### src/pa_gpio_params.svh
// register map, field positions and reset values of the port a block
`ifndef PA_GPIO_PARAMS_SVH
`define PA_GPIO_PARAMS_SVH
`define PA_ADDR_PIN       4'h0
`define PA_ADDR_DIR       4'h1
`define PA_ADDR_LAT       4'h2
`define PA_ADDR_WPU       4'h3
`define PA_ADDR_IOC       4'h4
`define PA_ADDR_ANALOG_SELECT     4'h5
`define PA_ADDR_USBCON    4'h6
`define PA_ADDR_IRQCON    4'h7
`define PA_ADDR_IRQCON2   4'h8
`define PA_ADDR_CFG       4'h9
`define PA_PIN_MASK       8'h3b
`define PA_BIDIR_MASK     8'h30
`define PA_WPU_MASK       8'h38
`define PA_ANALOG_SELECT_MASK     8'hf8
`define PA_USB_PIN_MASK   8'h03
`define PA_DIR_RESET      8'h30
`define PA_ANALOG_SELECT_RESET    8'hf8
`define PA_ZERO8          8'h00
`define PA_BIT_ANALOG_SELECT_CH3       3
`define PA_BIT_USB_MODULE_ENABLE      3
`define PA_BIT_CHG_IE     3
`define PA_BIT_CHG_IF     0
`define PA_BIT_PU_DIS     7
`define PA_BIT_CHG_IP     0
`define PA_CYC_DIV        2'h3
`endif

### src/pa_gpio_pkg.sv
// types shared by the port a block
`default_nettype none
package pa_gpio_pkg;
	typedef enum logic [3:0] {
		osc_lp   = 4'h0,
		osc_xt   = 4'h1,
		osc_hs   = 4'h2,
		osc_ec   = 4'h3,
		osc_ext_clock_with_io_mode = 4'h4,
		osc_rc   = 4'h5,
		osc_rc_osc_with_io_mode = 4'h6,
		osc_int1 = 4'h7,
		osc_int2 = 4'h8
	} osc_mode_e;

	typedef struct packed {
		logic       cyc;
		logic       stb;
		logic       we;
		logic [3:0] adr;
		logic [7:0] dat;
		logic       sel;
	} wb_req_s;

	typedef struct packed {
		logic [7:0] dat;
		logic       ack;
	} wb_rsp_s;
endpackage : pa_gpio_pkg
`default_nettype wire

### src/pa_cycle_clock.sv
// divide-by-four instruction cycle clock for the clock-out pin mode
`default_nettype none
`include "pa_gpio_params.svh"
module pa_cycle_clock (
	input  wire logic clock,
	input  wire logic rst,
	output var  logic cyc_clk
);
	typedef struct packed {
		logic [1:0] cnt;
		logic       clk;
	} st_s;
	st_s st_q;
	st_s st_d;

	always_comb begin
		st_d = st_q;
		st_d.cnt = st_q.cnt + 2'h1;
		if (st_q.cnt == `PA_CYC_DIV) begin
			st_d.clk = 1'b1;
		end else if (st_q.cnt == 2'h1) begin
			st_d.clk = 1'b0;
		end
	end

	always_ff @(posedge clock or posedge rst) begin
		if (rst) begin
			st_q <= '0;
		end else begin
			st_q <= st_d;
		end
	end

	assign cyc_clk = st_q.clk;
endmodule : pa_cycle_clock
`default_nettype wire

### src/pa_gpio.sv
// port a general purpose i/o with interrupt-on-change, wishbone slave
// Operation
// RULE1: five positions; 5,4 bidirectional, 3,1,0 input only; others read zero
// RULE2: direction 1 turns driver off; 0 drives the latch onto the pin
// RULE3: pin register reads pin levels; writes go into the output latch
// RULE4: latch register is addressable and reads back the latch, not pins
// RULE5: per-pin change enable bits, 1 enables, reset to zero
// RULE6: global change enable gates the change interrupt
// RULE7: only pins set as inputs take part in the comparison
// RULE8: enabled inputs compared with last-read snapshot; mismatches ored into flag
// RULE9: change event produces a wake request from sleep and idle
// RULE10: pin register access refreshes snapshot, except file-to-file moves
// RULE11: flag keeps setting while mismatch persists; clear does not stick
// RULE12: snapshot survives master-clear and brown-out resets
// RULE13: usb operation disables change detection on positions 0 and 1
// RULE14: positions 1,0 digital input only with enables 11 and usb off
// RULE15: pull-up on only when its enable is 1 and global disable 0
// RULE16: pull-up forced off for outputs; all off after power-on reset
// RULE17: position 4 analog when channel 3 selected; reads zero; set at power-on
// RULE18: positions 0,1 have no direction bits; usb module sets their direction
// RULE19: position 3 is digital input only when master clear pin disabled
// RULE20: with master clear enabled bit 3 reads zero; always read only
// RULE21: oscillator use of positions 4,5 makes their bits read zero; int clock-out mode leaves both readable
// RULE22: crystal modes force direction bits 5,4 to read one
// RULE23: position 4 drives its latch only in the three with-io modes
// RULE24: rc, int clock-out and ec modes put cycle clock on position 4
// RULE25: change request raised when flag and global enable are both set
`default_nettype none
`include "pa_gpio_params.svh"
module pa_gpio (
	input  wire logic                  clock,
	input  wire logic                  rst,
	input  wire logic                  por,
	input  wire logic                  wb_cyc_i,
	input  wire logic                  wb_stb_i,
	input  wire logic                  wb_we_i,
	input  wire logic [3:0]            wb_adr_i,
	input  wire logic [7:0]            wb_dat_i,
	input  wire logic                  wb_sel_i,
	output var  logic [7:0]            wb_dat_o,
	output var  logic                  wb_ack_o,
	input  wire logic                  file_to_file_move,
	input  wire logic [7:0]            pin_in,
	output var  logic [7:0]            pin_out,
	output var  logic [7:0]            pin_oe,
	output var  logic [7:0]            pin_pullup,
	output var  logic                  change_irq,
	output var  logic                  change_irq_priority,
	output var  logic                  change_wake,
	output var  logic                  usb_module_enable
);
	typedef struct packed {
		logic [7:0] dir;
		logic [7:0] lat;
		logic [7:0] wpu;
		logic [7:0] ioc;
		logic [7:0] analog_select;
		logic [7:0] usbcon;
		logic [7:0] irqcon;
		logic [7:0] irqcon2;
		logic [3:0] osc;
		logic       master_clear_pin_enable;
		logic [7:0] rdat;
		logic       ack;
		logic [7:0] out;
		logic [7:0] oe;
		logic [7:0] pu;
		logic       irq;
		logic       wake;
	} st_s;

	// snapshot held apart: power-on clears it, master-clear and brown-out do not
	logic [7:0] snap_q;
	logic [7:0] snap_d;
	st_s        st_q;
	st_s        st_d;
	logic [7:0] pin_sync;
	logic       cyc_clk;

	genvar g;
	generate
		for (g = 0; g < 8; g++) begin : g_sync
			pa_sync3 u_sync (
				.clock     (clock),
				.rst       (rst),
				.pin_in    (pin_in[g]),
				.level_out (pin_sync[g])
			);
		end
	endgenerate

	pa_cycle_clock u_cyc (
		.clock   (clock),
		.rst     (rst),
		.cyc_clk (cyc_clk)
	);

	pa_gpio_pkg::osc_mode_e osc_mode;
	logic       osc_pins;
	logic       xtal_mode;
	logic       io4_mode;
	logic       cycle_clock_output_mode;
	logic       usb_on;
	logic [7:0] avail;
	logic [7:0] pin_view;
	logic [7:0] dir_eff;
	logic [7:0] cmp_en;
	logic       mismatch;
	logic       access;
	logic       wr;
	logic       pin_acc;

	always_comb begin
		osc_mode    = pa_gpio_pkg::osc_mode_e'(st_q.osc);
		xtal_mode   = (osc_mode == pa_gpio_pkg::osc_lp) || (osc_mode == pa_gpio_pkg::osc_xt)
			|| (osc_mode == pa_gpio_pkg::osc_hs);
		io4_mode    = (osc_mode == pa_gpio_pkg::osc_rc_osc_with_io_mode) || (osc_mode == pa_gpio_pkg::osc_int2)
			|| (osc_mode == pa_gpio_pkg::osc_ext_clock_with_io_mode); // RULE23
		cycle_clock_output_mode = (osc_mode == pa_gpio_pkg::osc_rc) || (osc_mode == pa_gpio_pkg::osc_int1)
			|| (osc_mode == pa_gpio_pkg::osc_ec); // RULE24
		osc_pins    = !io4_mode && (osc_mode != pa_gpio_pkg::osc_int2);
		osc_pins    = !(io4_mode || osc_mode == pa_gpio_pkg::osc_int1); // RULE21
		usb_on      = st_q.usbcon[`PA_BIT_USB_MODULE_ENABLE];
		avail       = `PA_PIN_MASK; // RULE1
		if (osc_pins) begin
			avail = avail & ~`PA_BIDIR_MASK; // RULE21
		end
		if (st_q.analog_select[`PA_BIT_ANALOG_SELECT_CH3]) begin
			avail[4] = 1'b0; // RULE17
		end
		if (st_q.master_clear_pin_enable) begin
			avail[3] = 1'b0; // RULE19 RULE20
		end
		if (usb_on || (st_q.ioc[1:0] != 2'h3)) begin
			avail[1:0] = 2'h0; // RULE14 RULE18
		end
		pin_view = pin_sync & avail; // RULE3
		// positions 0,1,3 never drive; missing direction bits count as input
		dir_eff  = st_q.dir | ~`PA_BIDIR_MASK; // RULE18
		if (xtal_mode) begin
			dir_eff = dir_eff | `PA_BIDIR_MASK; // RULE22
		end
		cmp_en   = st_q.ioc & dir_eff & avail; // RULE7
		if (usb_on) begin
			cmp_en = cmp_en & ~`PA_USB_PIN_MASK; // RULE13
		end
		mismatch = |((pin_view ^ snap_q) & cmp_en); // RULE8
	end

	assign access  = wb_cyc_i && wb_stb_i && !st_q.ack;
	assign wr      = access && wb_we_i && wb_sel_i;
	assign pin_acc = access && (wb_adr_i == `PA_ADDR_PIN) && !file_to_file_move; // RULE10

	always_comb begin
		snap_d = snap_q;
		if (pin_acc) begin
			snap_d = pin_view; // RULE10
		end
	end

	always_comb begin
		st_d      = st_q;
		st_d.ack  = access;
		st_d.rdat = `PA_ZERO8;
		if (access && !wb_we_i) begin
			case (wb_adr_i)
				`PA_ADDR_PIN:     st_d.rdat = pin_view; // RULE3
				`PA_ADDR_DIR: begin
					st_d.rdat = st_q.dir & `PA_BIDIR_MASK;
					if (xtal_mode) begin
						st_d.rdat = `PA_BIDIR_MASK; // RULE22
					end else if (osc_pins) begin
						st_d.rdat = `PA_ZERO8; // RULE21
					end
				end
				`PA_ADDR_LAT:     st_d.rdat = osc_pins ? `PA_ZERO8 : st_q.lat; // RULE4 RULE21
				`PA_ADDR_WPU:     st_d.rdat = st_q.wpu;
				`PA_ADDR_IOC:     st_d.rdat = st_q.ioc;
				`PA_ADDR_ANALOG_SELECT:   st_d.rdat = st_q.analog_select;
				`PA_ADDR_USBCON:  st_d.rdat = st_q.usbcon;
				`PA_ADDR_IRQCON:  st_d.rdat = st_q.irqcon;
				`PA_ADDR_IRQCON2: st_d.rdat = st_q.irqcon2;
				`PA_ADDR_CFG:     st_d.rdat = {3'h0, st_q.master_clear_pin_enable, st_q.osc};
				default:          st_d.rdat = `PA_ZERO8;
			endcase
		end
		if (wr) begin
			case (wb_adr_i)
				`PA_ADDR_PIN:     st_d.lat = wb_dat_i & `PA_BIDIR_MASK; // RULE3
				`PA_ADDR_DIR:     st_d.dir = wb_dat_i & `PA_BIDIR_MASK;
				`PA_ADDR_LAT:     st_d.lat = wb_dat_i & `PA_BIDIR_MASK; // RULE4
				`PA_ADDR_WPU:     st_d.wpu = wb_dat_i & `PA_WPU_MASK;
				`PA_ADDR_IOC:     st_d.ioc = wb_dat_i & `PA_PIN_MASK; // RULE5
				`PA_ADDR_ANALOG_SELECT:   st_d.analog_select = wb_dat_i & `PA_ANALOG_SELECT_MASK;
				`PA_ADDR_USBCON:  st_d.usbcon = wb_dat_i & 8'h7e;
				`PA_ADDR_IRQCON:  st_d.irqcon = wb_dat_i;
				`PA_ADDR_IRQCON2: st_d.irqcon2 = wb_dat_i & 8'hf5;
				`PA_ADDR_CFG: begin
					st_d.osc   = wb_dat_i[3:0];
					st_d.master_clear_pin_enable = wb_dat_i[4];
				end
				default: begin
				end
			endcase
		end
		// hardware set beats software clear of the flag
		if (mismatch) begin
			st_d.irqcon[`PA_BIT_CHG_IF] = 1'b1; // RULE11 RULE12
		end
		st_d.oe  = `PA_ZERO8;
		st_d.out = `PA_ZERO8;
		if (!st_q.dir[5] && !xtal_mode && !osc_pins) begin
			st_d.oe[5]  = 1'b1; // RULE2
			st_d.out[5] = st_q.lat[5];
		end
		if (cycle_clock_output_mode) begin
			st_d.oe[4]  = 1'b1; // RULE24
			st_d.out[4] = cyc_clk;
		end else if (io4_mode && !st_q.dir[4]) begin
			st_d.oe[4]  = 1'b1; // RULE2 RULE23
			st_d.out[4] = st_q.lat[4];
		end
		st_d.pu = st_q.wpu & dir_eff & {8{~st_q.irqcon2[`PA_BIT_PU_DIS]}}; // RULE15 RULE16
		st_d.irq  = st_q.irqcon[`PA_BIT_CHG_IF] && st_q.irqcon[`PA_BIT_CHG_IE]; // RULE25 RULE6
		st_d.wake = st_d.irq; // RULE9
	end

	always_ff @(posedge clock or posedge por) begin
		if (por) begin
			snap_q <= `PA_ZERO8; // RULE12
		end else begin
			snap_q <= snap_d;
		end
	end

	always_ff @(posedge clock or posedge rst) begin
		if (rst) begin
			st_q         <= '0;
			st_q.dir     <= `PA_DIR_RESET;
			st_q.analog_select   <= `PA_ANALOG_SELECT_RESET; // RULE17
			st_q.irqcon2 <= 8'h80; // RULE16
		end else begin
			st_q <= st_d;
		end
	end

	assign wb_dat_o            = st_q.rdat;
	assign wb_ack_o            = st_q.ack;
	assign pin_out             = st_q.out;
	assign pin_oe              = st_q.oe;
	assign pin_pullup          = st_q.pu;
	assign change_irq          = st_q.irq;
	assign change_irq_priority = st_q.irqcon2[`PA_BIT_CHG_IP];
	assign change_wake         = st_q.wake;
	assign usb_module_enable   = st_q.usbcon[`PA_BIT_USB_MODULE_ENABLE];

	a_flag_sticks: assert property (@(posedge clock) disable iff (rst)
		mismatch |=> st_q.irqcon[`PA_BIT_CHG_IF]) // RULE11
		else $error("change flag not set on mismatch");
	a_irq_gate: assert property (@(posedge clock) disable iff (rst)
		!st_q.irqcon[`PA_BIT_CHG_IE] |=> !change_irq) // RULE6
		else $error("change irq without enable");
	a_out_no_drive: assert property (@(posedge clock) disable iff (rst)
		st_q.dir[5] |=> !pin_oe[5]) // RULE2
		else $error("pin 5 driven while input");
	a_pullup_off: assert property (@(posedge clock) disable iff (rst)
		st_q.irqcon2[`PA_BIT_PU_DIS] |=> pin_pullup == `PA_ZERO8) // RULE15
		else $error("pull-up on while globally disabled");
	a_input_only: assert property (@(posedge clock) disable iff (rst)
		pin_oe[3:0] == 4'h0) // RULE1
		else $error("input-only pin driven");
	a_snap_load: assert property (@(posedge clock) disable iff (rst)
		pin_acc |=> snap_q == $past(pin_view)) // RULE10
		else $error("snapshot not refreshed");
	a_usb_mask: assert property (@(posedge clock) disable iff (rst)
		usb_on |-> cmp_en[1:0] == 2'h0) // RULE13
		else $error("usb pins in change compare");
	a_pin_read: assert property (@(posedge clock) disable iff (rst) // RULE1
		access && !wb_we_i && wb_adr_i == `PA_ADDR_PIN |=> wb_dat_o[7:6] == 2'h0 && !wb_dat_o[2])
		else $error("unimplemented pin bits read non-zero");
	a_ack_pulse: assert property (@(posedge clock) disable iff (rst)
		wb_ack_o |=> !wb_ack_o)
		else $error("ack held longer than one cycle");
	a_ack_follows: assert property (@(posedge clock) disable iff (rst)
		wb_cyc_i && wb_stb_i && !wb_ack_o |=> wb_ack_o)
		else $error("request not acknowledged");
	a_latch_write: assert property (@(posedge clock) disable iff (rst) // RULE3
		wr && wb_adr_i == `PA_ADDR_PIN |=> st_q.lat == ($past(wb_dat_i) & `PA_BIDIR_MASK))
		else $error("pin register write missed the latch");
	a_latch_read: assert property (@(posedge clock) disable iff (rst) // RULE4
		access && !wb_we_i && wb_adr_i == `PA_ADDR_LAT && !osc_pins |=> wb_dat_o == $past(st_q.lat))
		else $error("latch read does not return latch");
	a_ioc_mask: assert property (@(posedge clock) disable iff (rst) // RULE5
		st_q.ioc[7:6] == 2'h0 && !st_q.ioc[2])
		else $error("unimplemented change enable bit set");
	a_irq_level: assert property (@(posedge clock) disable iff (rst) // RULE25
		change_irq == $past(st_q.irqcon[`PA_BIT_CHG_IF] && st_q.irqcon[`PA_BIT_CHG_IE]))
		else $error("change request does not follow flag and enable");
	a_wake_irq: assert property (@(posedge clock) disable iff (rst) // RULE9
		change_wake == change_irq)
		else $error("wake request differs from change request");
	a_pu_out5: assert property (@(posedge clock) disable iff (rst) // RULE16
		!dir_eff[5] |=> !pin_pullup[5])
		else $error("pull-up on for output pin 5");
	a_pu_out4: assert property (@(posedge clock) disable iff (rst) // RULE16
		!dir_eff[4] |=> !pin_pullup[4])
		else $error("pull-up on for output pin 4");
	a_pu_mask: assert property (@(posedge clock) disable iff (rst) // RULE15
		pin_pullup[7:6] == 2'h0 && pin_pullup[2:0] == 3'h0)
		else $error("pull-up on a position without one");
	a_oe_dir4: assert property (@(posedge clock) disable iff (rst) // RULE2
		st_q.dir[4] && !cycle_clock_output_mode |=> !pin_oe[4])
		else $error("pin 4 driven while input");
	a_cycle_clock_output_oe: assert property (@(posedge clock) disable iff (rst) // RULE24
		cycle_clock_output_mode |=> pin_oe[4])
		else $error("cycle clock not driven");
	a_cycle_clock_output_val: assert property (@(posedge clock) disable iff (rst) // RULE24
		cycle_clock_output_mode |=> pin_out[4] == $past(cyc_clk))
		else $error("pin 4 does not carry the cycle clock");
	a_out_latch: assert property (@(posedge clock) disable iff (rst) // RULE2
		!st_q.dir[5] && !xtal_mode && !osc_pins |=> pin_out[5] == $past(st_q.lat[5]))
		else $error("pin 5 does not drive its latch");
	a_xtal_dir: assert property (@(posedge clock) disable iff (rst) // RULE22
		access && !wb_we_i && wb_adr_i == `PA_ADDR_DIR && xtal_mode |=> wb_dat_o == `PA_BIDIR_MASK)
		else $error("direction bits not one in crystal mode");
	a_osc_pin_zero: assert property (@(posedge clock) disable iff (rst) // RULE21
		access && !wb_we_i && wb_adr_i == `PA_ADDR_PIN && osc_pins |=> wb_dat_o[5:4] == 2'h0)
		else $error("oscillator pins read non-zero");
	a_master_clear_input_zero: assert property (@(posedge clock) disable iff (rst) // RULE20
		access && !wb_we_i && wb_adr_i == `PA_ADDR_PIN && st_q.master_clear_pin_enable |=> !wb_dat_o[3])
		else $error("bit 3 read non-zero with master clear on");
	a_usb_pin_zero: assert property (@(posedge clock) disable iff (rst) // RULE14
		access && !wb_we_i && wb_adr_i == `PA_ADDR_PIN && usb_on |=> wb_dat_o[1:0] == 2'h0)
		else $error("usb pins read non-zero");
	a_ftf_keep: assert property (@(posedge clock) disable iff (rst) // RULE10
		access && wb_adr_i == `PA_ADDR_PIN && file_to_file_move |=> snap_q == $past(snap_q))
		else $error("file-to-file move refreshed snapshot");
	a_cmp_out: assert property (@(posedge clock) disable iff (rst) // RULE7
		!dir_eff[5] |-> !cmp_en[5])
		else $error("output pin in change compare");
endmodule : pa_gpio
`default_nettype wire

### src/pa_sync3.sv
// three-stage pin synchroniser, a change counts once stages two and three agree
`default_nettype none
module pa_sync3 (
	input  wire logic clock,
	input  wire logic rst,
	input  wire logic pin_in,
	output var  logic level_out
);
	typedef struct packed {
		logic s1;
		logic s2;
		logic s3;
		logic lvl;
	} st_s;
	st_s st_q;
	st_s st_d;

	always_comb begin
		st_d = st_q;
		st_d.s1 = pin_in;
		st_d.s2 = st_q.s1;
		st_d.s3 = st_q.s2;
		if (st_q.s2 == st_q.s3) begin
			st_d.lvl = st_q.s3;
		end
	end

	always_ff @(posedge clock or posedge rst) begin
		if (rst) begin
			st_q <= '0;
		end else begin
			st_q <= st_d;
		end
	end

	assign level_out = st_q.lvl;
endmodule : pa_sync3
`default_nettype wire

### config.mk
export PLATFORM = sky130hd
export DESIGN_NAME = pa_gpio
export DESIGN_NICKNAME = d
export VERILOG_FILES = /design/src/pa_gpio_pkg.sv /design/src/pa_cycle_clock.sv /design/src/pa_gpio.sv /design/src/pa_sync3.sv
export VERILOG_INCLUDE_DIRS = /design/src
export SDC_FILE = /design/constraint.sdc
export NUM_CORES = 1
export LEC_CHECK = 0
export BUFFER_PORTS_ARGS = -buffer_cell sky130_fd_sc_hd__buf_2
export CORE_MARGIN = 2
export CORE_UTILIZATION = 48
export CTS_CLUSTER_DIAMETER = 200
export CTS_CLUSTER_SIZE = 16
export DETAILED_ROUTE_END_ITERATION = 10
export PLACE_DENSITY = 0.74
export SYNTH_ARGS = -nofsm -noshare
export SYNTH_HDL_FRONTEND = slang
export SYNTH_SLANG_ARGS = --single-unit
### constraint.sdc
create_clock -name clock -period 6.4 [get_ports clock]
set_input_delay 1.28 -clock clock [delete_from_list [all_inputs] [get_ports clock]]
set_output_delay 1.28 -clock clock [all_outputs]
set_load 0.02 [all_outputs]
==> results of run 1 <==
## flip-flops by register name, summed over array words and instances, names as in the netlist, 2 cells and up
| name | flops |
|---|---|
| g_sync.u_sync.st_d | 10 |
| pin_pullup | 3 |
| pin_out | 2 |
| g_sync.u_sync.level_out | 5 |
| pin_oe | 2 |
| u_cyc.st_q | 2 |
| wb_dat_o | 8 |
| snap_q | 5 |
| g_sync.u_sync.st_q | 5 |
| st_q | 36 |
| osc_mode | 4 |
## worst min-delay path by stage
stage | endpoint | start
CTS | g_sync[3].u_sync.st_d[1]$_DFF_PP0_ | g_sync[3].u_sync.st_d[2]$_DFF_PP0_
finish | g_sync[3].u_sync.st_d[1]$_DFF_PP0_ | g_sync[3].u_sync.st_d[2]$_DFF_PP0_
global route | g_sync[4].u_sync.st_d[1]$_DFF_PP0_ | g_sync[4].u_sync.st_d[2]$_DFF_PP0_
detailed placement | g_sync[3].u_sync.st_d[1]$_DFF_PP0_ | g_sync[3].u_sync.st_d[2]$_DFF_PP0_
global placement | g_sync[3].u_sync.st_d[1]$_DFF_PP0_ | g_sync[3].u_sync.st_d[2]$_DFF_PP0_
floorplan | g_sync[0].u_sync.st_d[1]$_DFF_PP0_ | g_sync[0].u_sync.st_d[2]$_DFF_PP0_
## where the power goes
| group | total [mW] | leakage [nW] | internal, mW | switching, mW |
|---|---|---|---|---|
| sequential | 0.611 | 1.11 | 0.585 | 0.0260 |
| clock | 0.419 | 0.110 | 0.231 | 0.189 |
| combinational | 0.112 | 0.831 | 0.0439 | 0.0685 |
## placed cells by master (no fill, tap or decap), types with 8 or more instances in the layout
cell	Yosys	final
dfrtp_1	79	79
nand2_1	12	12
o21ai_0	9	9
mux2_2	41	41
clkbuf_8	0	10
mux2i_1	9	9
nand3b_1	8	8
conb_1	1	17
dfstp_2	8	8
buf_2	5	44
inv_1	11	10
nor2_1	14	14
## layer usage
layer  share of wire, %  vias to the layer above
li1                   -                     1174
met1                 48                     1256
met2                 46                       67
met3                4.3                       13
met4                2.0                        0
met5                  0                        -
## Yosys cell counts (2+ instances only)
library cell  count
a211oi_1          2
nor2b_1           6
nor3b_1           5
inv_1            11
nand4_1           2
a21oi_1           5
mux2i_1           9
a31oi_1           2
ha_1              2
or3_1             2
dfrtp_1          79
a311oi_1          2
a32oi_1           2
nand3_1           3
a21o_1            3
clkbuf_1          6
buf_2             5
or3b_2            2
maj3_1            5
and2_1            2
o21ai_0           9
mux2_2           41
buf_4            33
a22oi_1           2
and3_1            2
a2bb2oi_1         2
nor3_1            3
xor2_1            6
nor4_1            2
a211o_1           2
nand3b_1          8
nand2_1          12
nor2_1           14
nand2b_1          3
and3b_1           2
dfstp_2           8
## cell type report
class | count | area share [%]
clock buffer | 11 | 3.24
clock inverter | 5 | 1.86
inverter | 11 | 0.974
multi-input combinational | 202 | 35.6
sequential | 87 | 50.1
tap | 105 | 3.01
timing repair buffer | 45 | 5.21
## cell families after synthesis
kind of cell             after synthesis  synth area share (%)
adder cells (fa/ha/maj)                7                  1.87
flip-flops                            87                  54.4
multiplexers                          51                  14.1
XOR/XNOR                               6                  1.31
buffers and inverters                 56                  8.46
AO/OA/AOI/OAI                         43                  7.65
other                                  1                0.0932
AND/OR/NAND/NOR                       78                  12.2
==> impl_metrics.json, run 1 <==
{
  "critPathKind": "in2reg",
  "grt_pass1_vias": 2411,
  "slowest_delay_ps": 670,
  "postPlaceCellArea_um2": 4150,
  "grt_use_total_pct": 18.2,
  "via_per_inst": 5.39,
  "synth_edf_count": 0,
  "die_y_um": 95.6,
  "synth_area_leader_cell": "dfrtp_1",
  "ys_seq_elements": 87,
  "synth_cell_type_count": 61,
  "outcome": "complete, no violations",
  "maxCapViolations": 0,
  "hp-class": "reg2reg",
  "drtPass1Iterations": 4,
  "fin_tns_setup_ps": 0,
  "cts_resized": 0,
  "cp-start-kind": "input port",
  "core.rowCount": 33,
  "crit_buf_inv": 1,
  "synth.area.top_cells": "dfrtp_1 49%, mux2_2 11%, buf_4 6.2%",
  "nNetsFinal": 386,
  "crit_chain": "buf_2 -> nor3b_1 -> nand2_1 -> nor2_1 -> mux2_2",
  "endpoint": "st_q[58]$_DFFE_PP0P_",
  "port_buffers": 44,
  "antenna_found_initial": 0,
  "vias": 2510,
  "htreeDepth": 3,
  "grt_util_met3_pct": 3.32,
  "synthFlopType": "dfrtp_1",
  "cts_hold_buf": 0,
  "clock.fmax_mhz": 333,
  "synth-seq-area-share_pct": 54.4,
  "cts_tree": "yes",
  "skew_ps": 5.31,
  "synth_area_um2": 4020,
  "gr-usage-met1_pct": 25.8,
  "crit_path_max_fanout": 23,
  "critPathLaunch": "wb_adr_i[0]",
  "rrSetupSlack_ps": 4290,
  "initial_utilization_pct": 49.2,
  "routed_wl_um": 7670,
  "slew_violations": 0,
  "max_slew_margin_pct": 33.5,
  "syn_avg_cell_area_um2": 12.2,
  "setup_violations": 0,
  "cp_slowest_cell": "nor3b_1",
  "post_cts_buffers": 0,
  "numCtsBuffers": 9,
  "min_period_ps": 3010,
  "setup_slack_ps": 3390,
  "period_share_pct": 47.0,
  "final_cells": 466,
  "first_iter_violations": 105,
  "worst_pin_slew_ps": 998,
  "cts_sinks": 87,
  "die_w_um": 95.6,
  "rr_worst_depth": 4,
  "fin_area_um2": 4370,
  "rsz0062_at_grt": "no",
  "hold-worst-slack_ps": 355,
  "io_pins": 65,
  "grt_pass1_wl_um": 12200,
  "nFillCells": 713,
  "crit_family": "simple AND/OR/NAND/NOR gates",
  "end_kind": "flop",
  "diodes": 0,
  "grt.busiest_layer": "met2",
  "cp.required_ps": 6640,
  "multiInputGateArea_um2": 1560,
  "ctsLongestPathBuffers": 2,
  "syn_inst": 329,
  "clock-root-buffer": "clkbuf_8",
  "placed_cells": 450,
  "post_drt_wl_per_cell_um": 16.5,
  "clk-insertion-delay-late_ps": 360,
  "post-route-util_pct": 53.4,
  "use_met2_pct": 26.6,
  "gp_congestion": 0.879,
  "crit_arrival_ps": 3250,
  "dieArea_um2": 9130,
  "finalHoldViolations": 0,
  "async_flop_share_pct": 100,
  "remaining_drc_errors": 0,
  "yosys.area.top_type_share_pct": 49.1,
  "worstReg2RegEnd": "wb_dat_o[4]$_DFF_PP0_",
  "leakagePower_nw": 2.05,
  "holdPathStages": 0,
  "p_total_mw": 1.14,
  "coreArea_um2": 8180,
  "ir_drop_mv": 0.106,
  "areaGrowthSynthToFinish_pct": 8.55,
  "ff_latch_area_um2": 2190,
  "drive_gt1_share_pct": 33.2,
  "clkTransAtPathRegs_ps": 80,
  "grt_max_degree": 83,
  "powerDensity_nw_per_um2": 262,
  "ant_nets": 0,
  "pre_cts_slack_ps": 3050,
  "overflow": 0,
  "dpl.hpwl_um": 5400,
  "path_depth": 5,
  "yosysWarningCount": 0,
  "regToRegStartpoint": "osc_mode[2]$_DFFE_PP0P_"
}
Note: power is estimated with default switching activity, not from simulation.
==> inputs of run 2 (changes only) <==
- PLACE_DENSITY: 0.74 -> 0.77
- clock period: 6.4 -> 2.5 ns (I/O delays scaled with it)
==> run 2 against run 1 <==
- non-clock buffer count increased by 14
- clock skew increased by 4.8 ps
- sequential cell count unchanged
- critical path depth unchanged
- clock-buffer cell count decreased by 1
- register-to-register slack got worse by 3800 ps
- sequential power increased to 2.6 times the previous value
- hold slack got worse by 340 ps
- critical path type is now reg2reg
- critical endpoint is now st_q[44]$_DFFE_PP0P_
- highest routed layer unchanged
==> impl_metrics.json, run 2 (same netlist as run 1, synthesis figures left out) <==
{
  "crit_buf_inv": 1,
  "overflow": 0,
  "largest-register": "st_q",
  "nFillCells": 718,
  "end_kind": "flop",
  "ant_nets": 0,
  "grt_max_degree": 57,
  "io_pins": 65,
  "routed_wl_um": 7780,
  "ir_drop_mv": 0.279,
  "crit_path_max_fanout": 8,
  "crit_arrival_ps": 2250,
  "max_slew_margin_pct": 61.1,
  "antenna_found_initial": 0,
  "grt_pass1_wl_um": 12500,
  "initial_utilization_pct": 49.2,
  "cts_tree": "yes",
  "final_cell_mix": "79 x dfrtp_1, 44 x buf_2, 41 x mux2_2",
  "leakagePower_nw": 2.13,
  "clock-root-buffer": "clkbuf_8",
  "fin_area_um2": 4490,
  "rr_worst_depth": 5,
  "clk-insertion-delay-late_ps": 360,
  "rsz0062_at_grt": "no",
  "core.rowCount": 33,
  "first_iter_violations": 126,
  "maxCapViolations": 0,
  "coreArea_um2": 8180,
  "crit_chain": "nand3b_1 -> inv_1 -> nand3_2 -> nor4_4 -> mux2_2",
  "post_drt_wl_per_cell_um": 16.2,
  "postPlaceCellArea_um2": 4270,
  "slew_violations": 0,
  "finalHoldViolations": 0,
  "grt_use_total_pct": 18.3,
  "cts_hold_buf": 0,
  "die_y_um": 95.6,
  "crit_family": "simple AND/OR/NAND/NOR gates",
  "gp_congestion": 0.891,
  "dpl.hpwl_um": 5660,
  "post_cts_buffers": 0,
  "grt_pass1_vias": 2474,
  "clkTransAtPathRegs_ps": 90,
  "min_period_ps": 2020,
  "via_per_inst": 5.42,
  "areaGrowthSynthToFinish_pct": 11.5,
  "worst_pin_slew_ps": 583,
  "cp_slowest_cell": "nor4_4",
  "htreeDepth": 3,
  "regToRegStartpoint": "wb_ack_o$_DFF_PP0_",
  "diodes": 0,
  "setup_violations": 0,
  "rrSetupSlack_ps": 480,
  "largest_reg_flops": 36,
  "period_share_pct": 80.7,
  "outcome": "complete, no violations",
  "fin_tns_setup_ps": 0,
  "drive_gt1_share_pct": 36.0,
  "drtPass1Iterations": 4,
  "vias": 2602,
  "remaining_drc_errors": 0,
  "critPathKind": "reg2reg",
  "port_buffers": 44,
  "cts_sinks": 87,
  "nNetsFinal": 400,
  "slowest_delay_ps": 530,
  "cts_resized": 0,
  "final_common_cell": "dfrtp_1",
  "dieArea_um2": 9130,
  "skew_ps": 10.1,
  "cp-start-kind": "flop",
  "worstReg2RegEnd": "st_q[44]$_DFFE_PP0P_",
  "numCtsBuffers": 9,
  "die_w_um": 95.6,
  "ctsLongestPathBuffers": 2,
  "hp-class": "in2async",
  "cp.required_ps": 2730,
  "clock.fmax_mhz": 496,
  "powerDensity_nw_per_um2": 654
}
[run 2: changes by cell type in the layout (fill, tap and decap cells not counted)]
cell / change
clkinv_2: +1
buf_4: +13
buf_12: +1
clkbuf_1: -1
[run 2: layout make-up]
class | instances | area, um^2 | area share (%)
clock buffer | 10 | 138 | 3.07
sequential | 87 | 2190 | 48.7
inverter | 11 | 45.0 | 1.00
multi-input combinational | 202 | 1560 | 34.7
timing repair buffer | 59 | 345 | 7.70
clock inverter | 6 | 83.8 | 1.87
tap | 105 | 131 | 2.93
[run 2: report_power, final]
| part | internal [mW] | switching (mW) |
|---|---|---|
| registers | 1.50 | 0.0667 |
| clock network | 0.586 | 0.479 |
| logic | 0.127 | 0.178 |
| total | 2.21 | 0.724 |
[run 2: how the worst max path moves through the flow]
stage / startpoint / to / cells past startpoint
6_report: wb_ack_o$_DFF_PP0_ / st_q[44]$_DFFE_PP0P_ / 5
5_1_grt: wb_ack_o$_DFF_PP0_ / st_q[44]$_DFFE_PP0P_ / 5
4_1_cts: wb_ack_o$_DFF_PP0_ / st_q[44]$_DFFE_PP0P_ / 5
3_5_place_dp: wb_adr_i[1] / st_q[71]$_DFFE_PP1P_ / 5
3_3_place_gp: wb_adr_i[1] / st_q[71]$_DFFE_PP1P_ / 5
2_1_floorplan: wb_adr_i[3] / st_q[57]$_DFFE_PP0P_ / 5
[run 2: per-stage QoR]
step / setup WS [ps] / util (%) / hold WS (ps) / total power, mW / cells
6_report: 482 / 54.9 / 18.0 / 2.93 / 480
5_1_grt: 370 / 54.9 / 42.7 / 3.06 / 480
4_1_cts: 471 / 54.9 / 22.9 / 2.96 / 480
3_5_place_dp: 237 / 52.2 / 337 / 1.90 / 464
3_3_place_gp: 337 / 52.2 / 335 / 1.89 / 464
2_1_floorplan: 532 / - / 279 / 1.81 / 345
[run 2: routing by layer]
layer | up-vias | wire length [um] | GRT usage (%)
li1 | 1194 | - | -
met5 | - | 0 | 0
met1 | 1320 | 3580 | 25.9
met2 | 78 | 3720 | 28.0
met3 | 10 | 386 | 4.35
met4 | 0 | 97 | 5.95
==> inputs of run 3 (changes only) <==
- ABC_AREA: not set -> 1
- PLACE_DENSITY: 0.77 -> 0.75
- clock period: 2.5 -> 2 ns (I/O delays scaled with it)
==> run 3 against run 2 <==
- design area shrank 3.1%
- power grew 22%
- register-to-register slack lost 120 ps
- combinational power grew 20%
- utilization grew 0.79 points
- clock power grew 18%
- sequential cell count is the same
- first-iteration DRC count grew 67%
- largest cell class unchanged
- largest power group unchanged
- highest routed layer unchanged
==> impl_metrics.json, run 3 <==
{
  "crit_chain": "nor2_1 -> nand2_1 -> nor2_8 -> nand2_1 -> nand2_1 -> o21ai_0",
  "die_y_um": 94.4,
  "nNetsFinal": 510,
  "critPathLaunch": "wb_ack_o$_DFF_PP0_",
  "crit_path_max_fanout": 12,
  "post_drt_wl_per_cell_um": 14.2,
  "overflow": 0,
  "cts_sinks": 87,
  "ctsLongestPathBuffers": 2,
  "cp_common_cell": "nand2_1",
  "synth_edf_count": 0,
  "coreArea_um2": 7810,
  "antenna_found_initial": 0,
  "core.rowCount": 32,
  "htreeDepth": 3,
  "synth_area_leader_cell": "dfrtp_1",
  "yosysWarningCount": 0,
  "grt_pass1_wl_um": 13700,
  "synthFlopType": "dfrtp_1",
  "yosys.area.top_type_share_pct": 50.4,
  "gp_congestion": 0.963,
  "post-route-util_pct": 55.7,
  "period_share_pct": 81.7,
  "slowest_delay_ps": 380,
  "fin_tns_setup_ps": 0,
  "port_buffers": 44,
  "setup_violations": 0,
  "grt_pass1_vias": 2788,
  "slew_violations": 0,
  "finalHoldViolations": 0,
  "regToRegStartpoint": "wb_ack_o$_DFF_PP0_",
  "outcome": "complete, no violations",
  "initial_utilization_pct": 50.2,
  "final_cells": 587,
  "syn_inst": 437,
  "io_pins": 65,
  "ys_seq_elements": 87,
  "dpl.hpwl_um": 5940,
  "placed_cells": 570,
  "grt_max_degree": 83,
  "die_w_um": 94.4,
  "cp.required_ps": 2230,
  "dieArea_um2": 8910,
  "areaGrowthSynthToFinish_pct": 10.8,
  "diodes": 0,
  "skew_ps": 11.3,
  "critPathKind": "reg2reg",
  "clock-root-buffer": "clkbuf_8",
  "rr_worst_depth": 6,
  "rsz0062_at_grt": "no",
  "yosys.cell_count.top_type": "nand2_1",
  "netlist_top_cells_count": "120 x nand2_1, 79 x dfrtp_1, 41 x inv_1",
  "ir_drop_mv": 0.323,
  "numCtsBuffers": 9,
  "setup_slack_ps": 365,
  "crit_arrival_ps": 1860,
  "final_cell_mix": "120 x nand2_1, 79 x dfrtp_1, 44 x buf_2",
  "syn_avg_cell_area_um2": 8.98,
  "final_common_cell": "nand2_1",
  "largest_reg_flops": 36,
  "synth.area.top_cells": "dfrtp_1 50%, nand2_1 11%, buf_4 6.5%",
  "nFillCells": 732,
  "remaining_drc_errors": 0,
  "leakagePower_nw": 2.18,
  "min_period_ps": 1630,
  "post_cts_buffers": 0,
  "hp-class": "in2async",
  "clk-insertion-delay-late_ps": 360,
  "drtPass1Iterations": 4,
  "maxCapViolations": 0,
  "cts_resized": 0,
  "vias": 2929,
  "clock.fmax_mhz": 612,
  "first_iter_violations": 210,
  "end_kind": "flop",
  "ant_nets": 0,
  "via_per_inst": 4.99,
  "grt_use_total_pct": 20.6,
  "clkTransAtPathRegs_ps": 90,
  "synth_cell_type_count": 33,
  "routed_wl_um": 8310,
  "cp_slowest_cell": "dfrtp_1",
  "largest-register": "st_q",
  "synth_area_um2": 3920,
  "powerDensity_nw_per_um2": 822,
  "pre_cts_slack_ps": 286,
  "synth-seq-area-share_pct": 55.8,
  "cp-start-kind": "flop",
  "drive_gt1_share_pct": 19.6,
  "cts_tree": "yes",
  "async_flop_share_pct": 100
}
==> run 3: area by class of cell <==
cell class                 count  area (um^2)  share of cell area, %
tap                          102          128                   2.94
sequential                    87         2190                   50.3
clock inverter                 4         53.8                   1.24
inverter                      43          165                   3.80
multi-input combinational    287         1360                   31.3
timing repair buffer          52          295                   6.79
clock buffer                  12          155                   3.57
==> run 3: path summary, 6_finish.rpt <==
kind / end / slack, ps
setup / recovery: st_q[45]$_DFFE_PP0P_ / 370
hold / removal: st_q[93]$_DFFE_PP0P_ / 140
setup reg to reg: st_q[45]$_DFFE_PP0P_ / 370
hold reg to reg: g_sync[0].u_sync.st_d[1]$_DFF_PP0_ / 350
max in group asynchronous: snap_q[1]$_DFFE_PP0P_ / 1370
min in group clock: g_sync[0].u_sync.st_d[2]$_DFF_PP0_ / 140
==> run 3: timing repair <==
action | CTS | global route
setup endpoints to repair | 0 | 0
hold buffers | 1 | 0
hold endpoints to repair | 5 | 0
==> run 3: where the power goes <==
group	switching (mW)	internal (mW)	total [mW]
clock	0.617	0.648	1.26
sequential	0.0728	1.87	1.94
combinational	0.256	0.111	0.367
total	0.946	2.63	3.57
==> run 3: logic make-up (layout without fill, tap and decap cells) <==
| kind of cell | Yosys count | after routing | share of synthesized area [%] |
|---|---|---|---|
| AND/OR/NAND/NOR | 198 | 198 | 21.5 |
| flip-flops | 87 | 87 | 55.8 |
| buffers and inverters | 79 | 111 | 11.0 |
| AO/OA/AOI/OAI | 62 | 62 | 9.00 |
| adder cells (fa/ha/maj) | 7 | 7 | 1.91 |
| XOR/XNOR | 3 | 3 | 0.670 |
| other | 1 | 17 | 0.0956 |
==> run 3: worst max-delay path: cells and delay by family, from the launching register on <==
kind	cells	cell delay (ps)
compound gates	1	100
flops	1	380
simple gates	5	1010
==> run 3: through the flow <==
step | hold slack [ps] | instance area (um^2) | total power, mW
floorplan | 179 | 3990 | 2.24
global placement | 308 | 4130 | 2.32
detailed placement | 309 | 4130 | 2.34
CTS | 131 | 4350 | 3.59
global route | 126 | 4350 | 3.73
finish | 136 | 4350 | 3.57
==> run 3: layer usage <==
layer  global-route usage, %  wire, um  up-vias
met4                    8.70       170        0
met1                    28.3      3820     1374
met5                       0         0        -
met2                    32.9      3860      121
li1                        -         -     1422
met3                    3.19       464       12
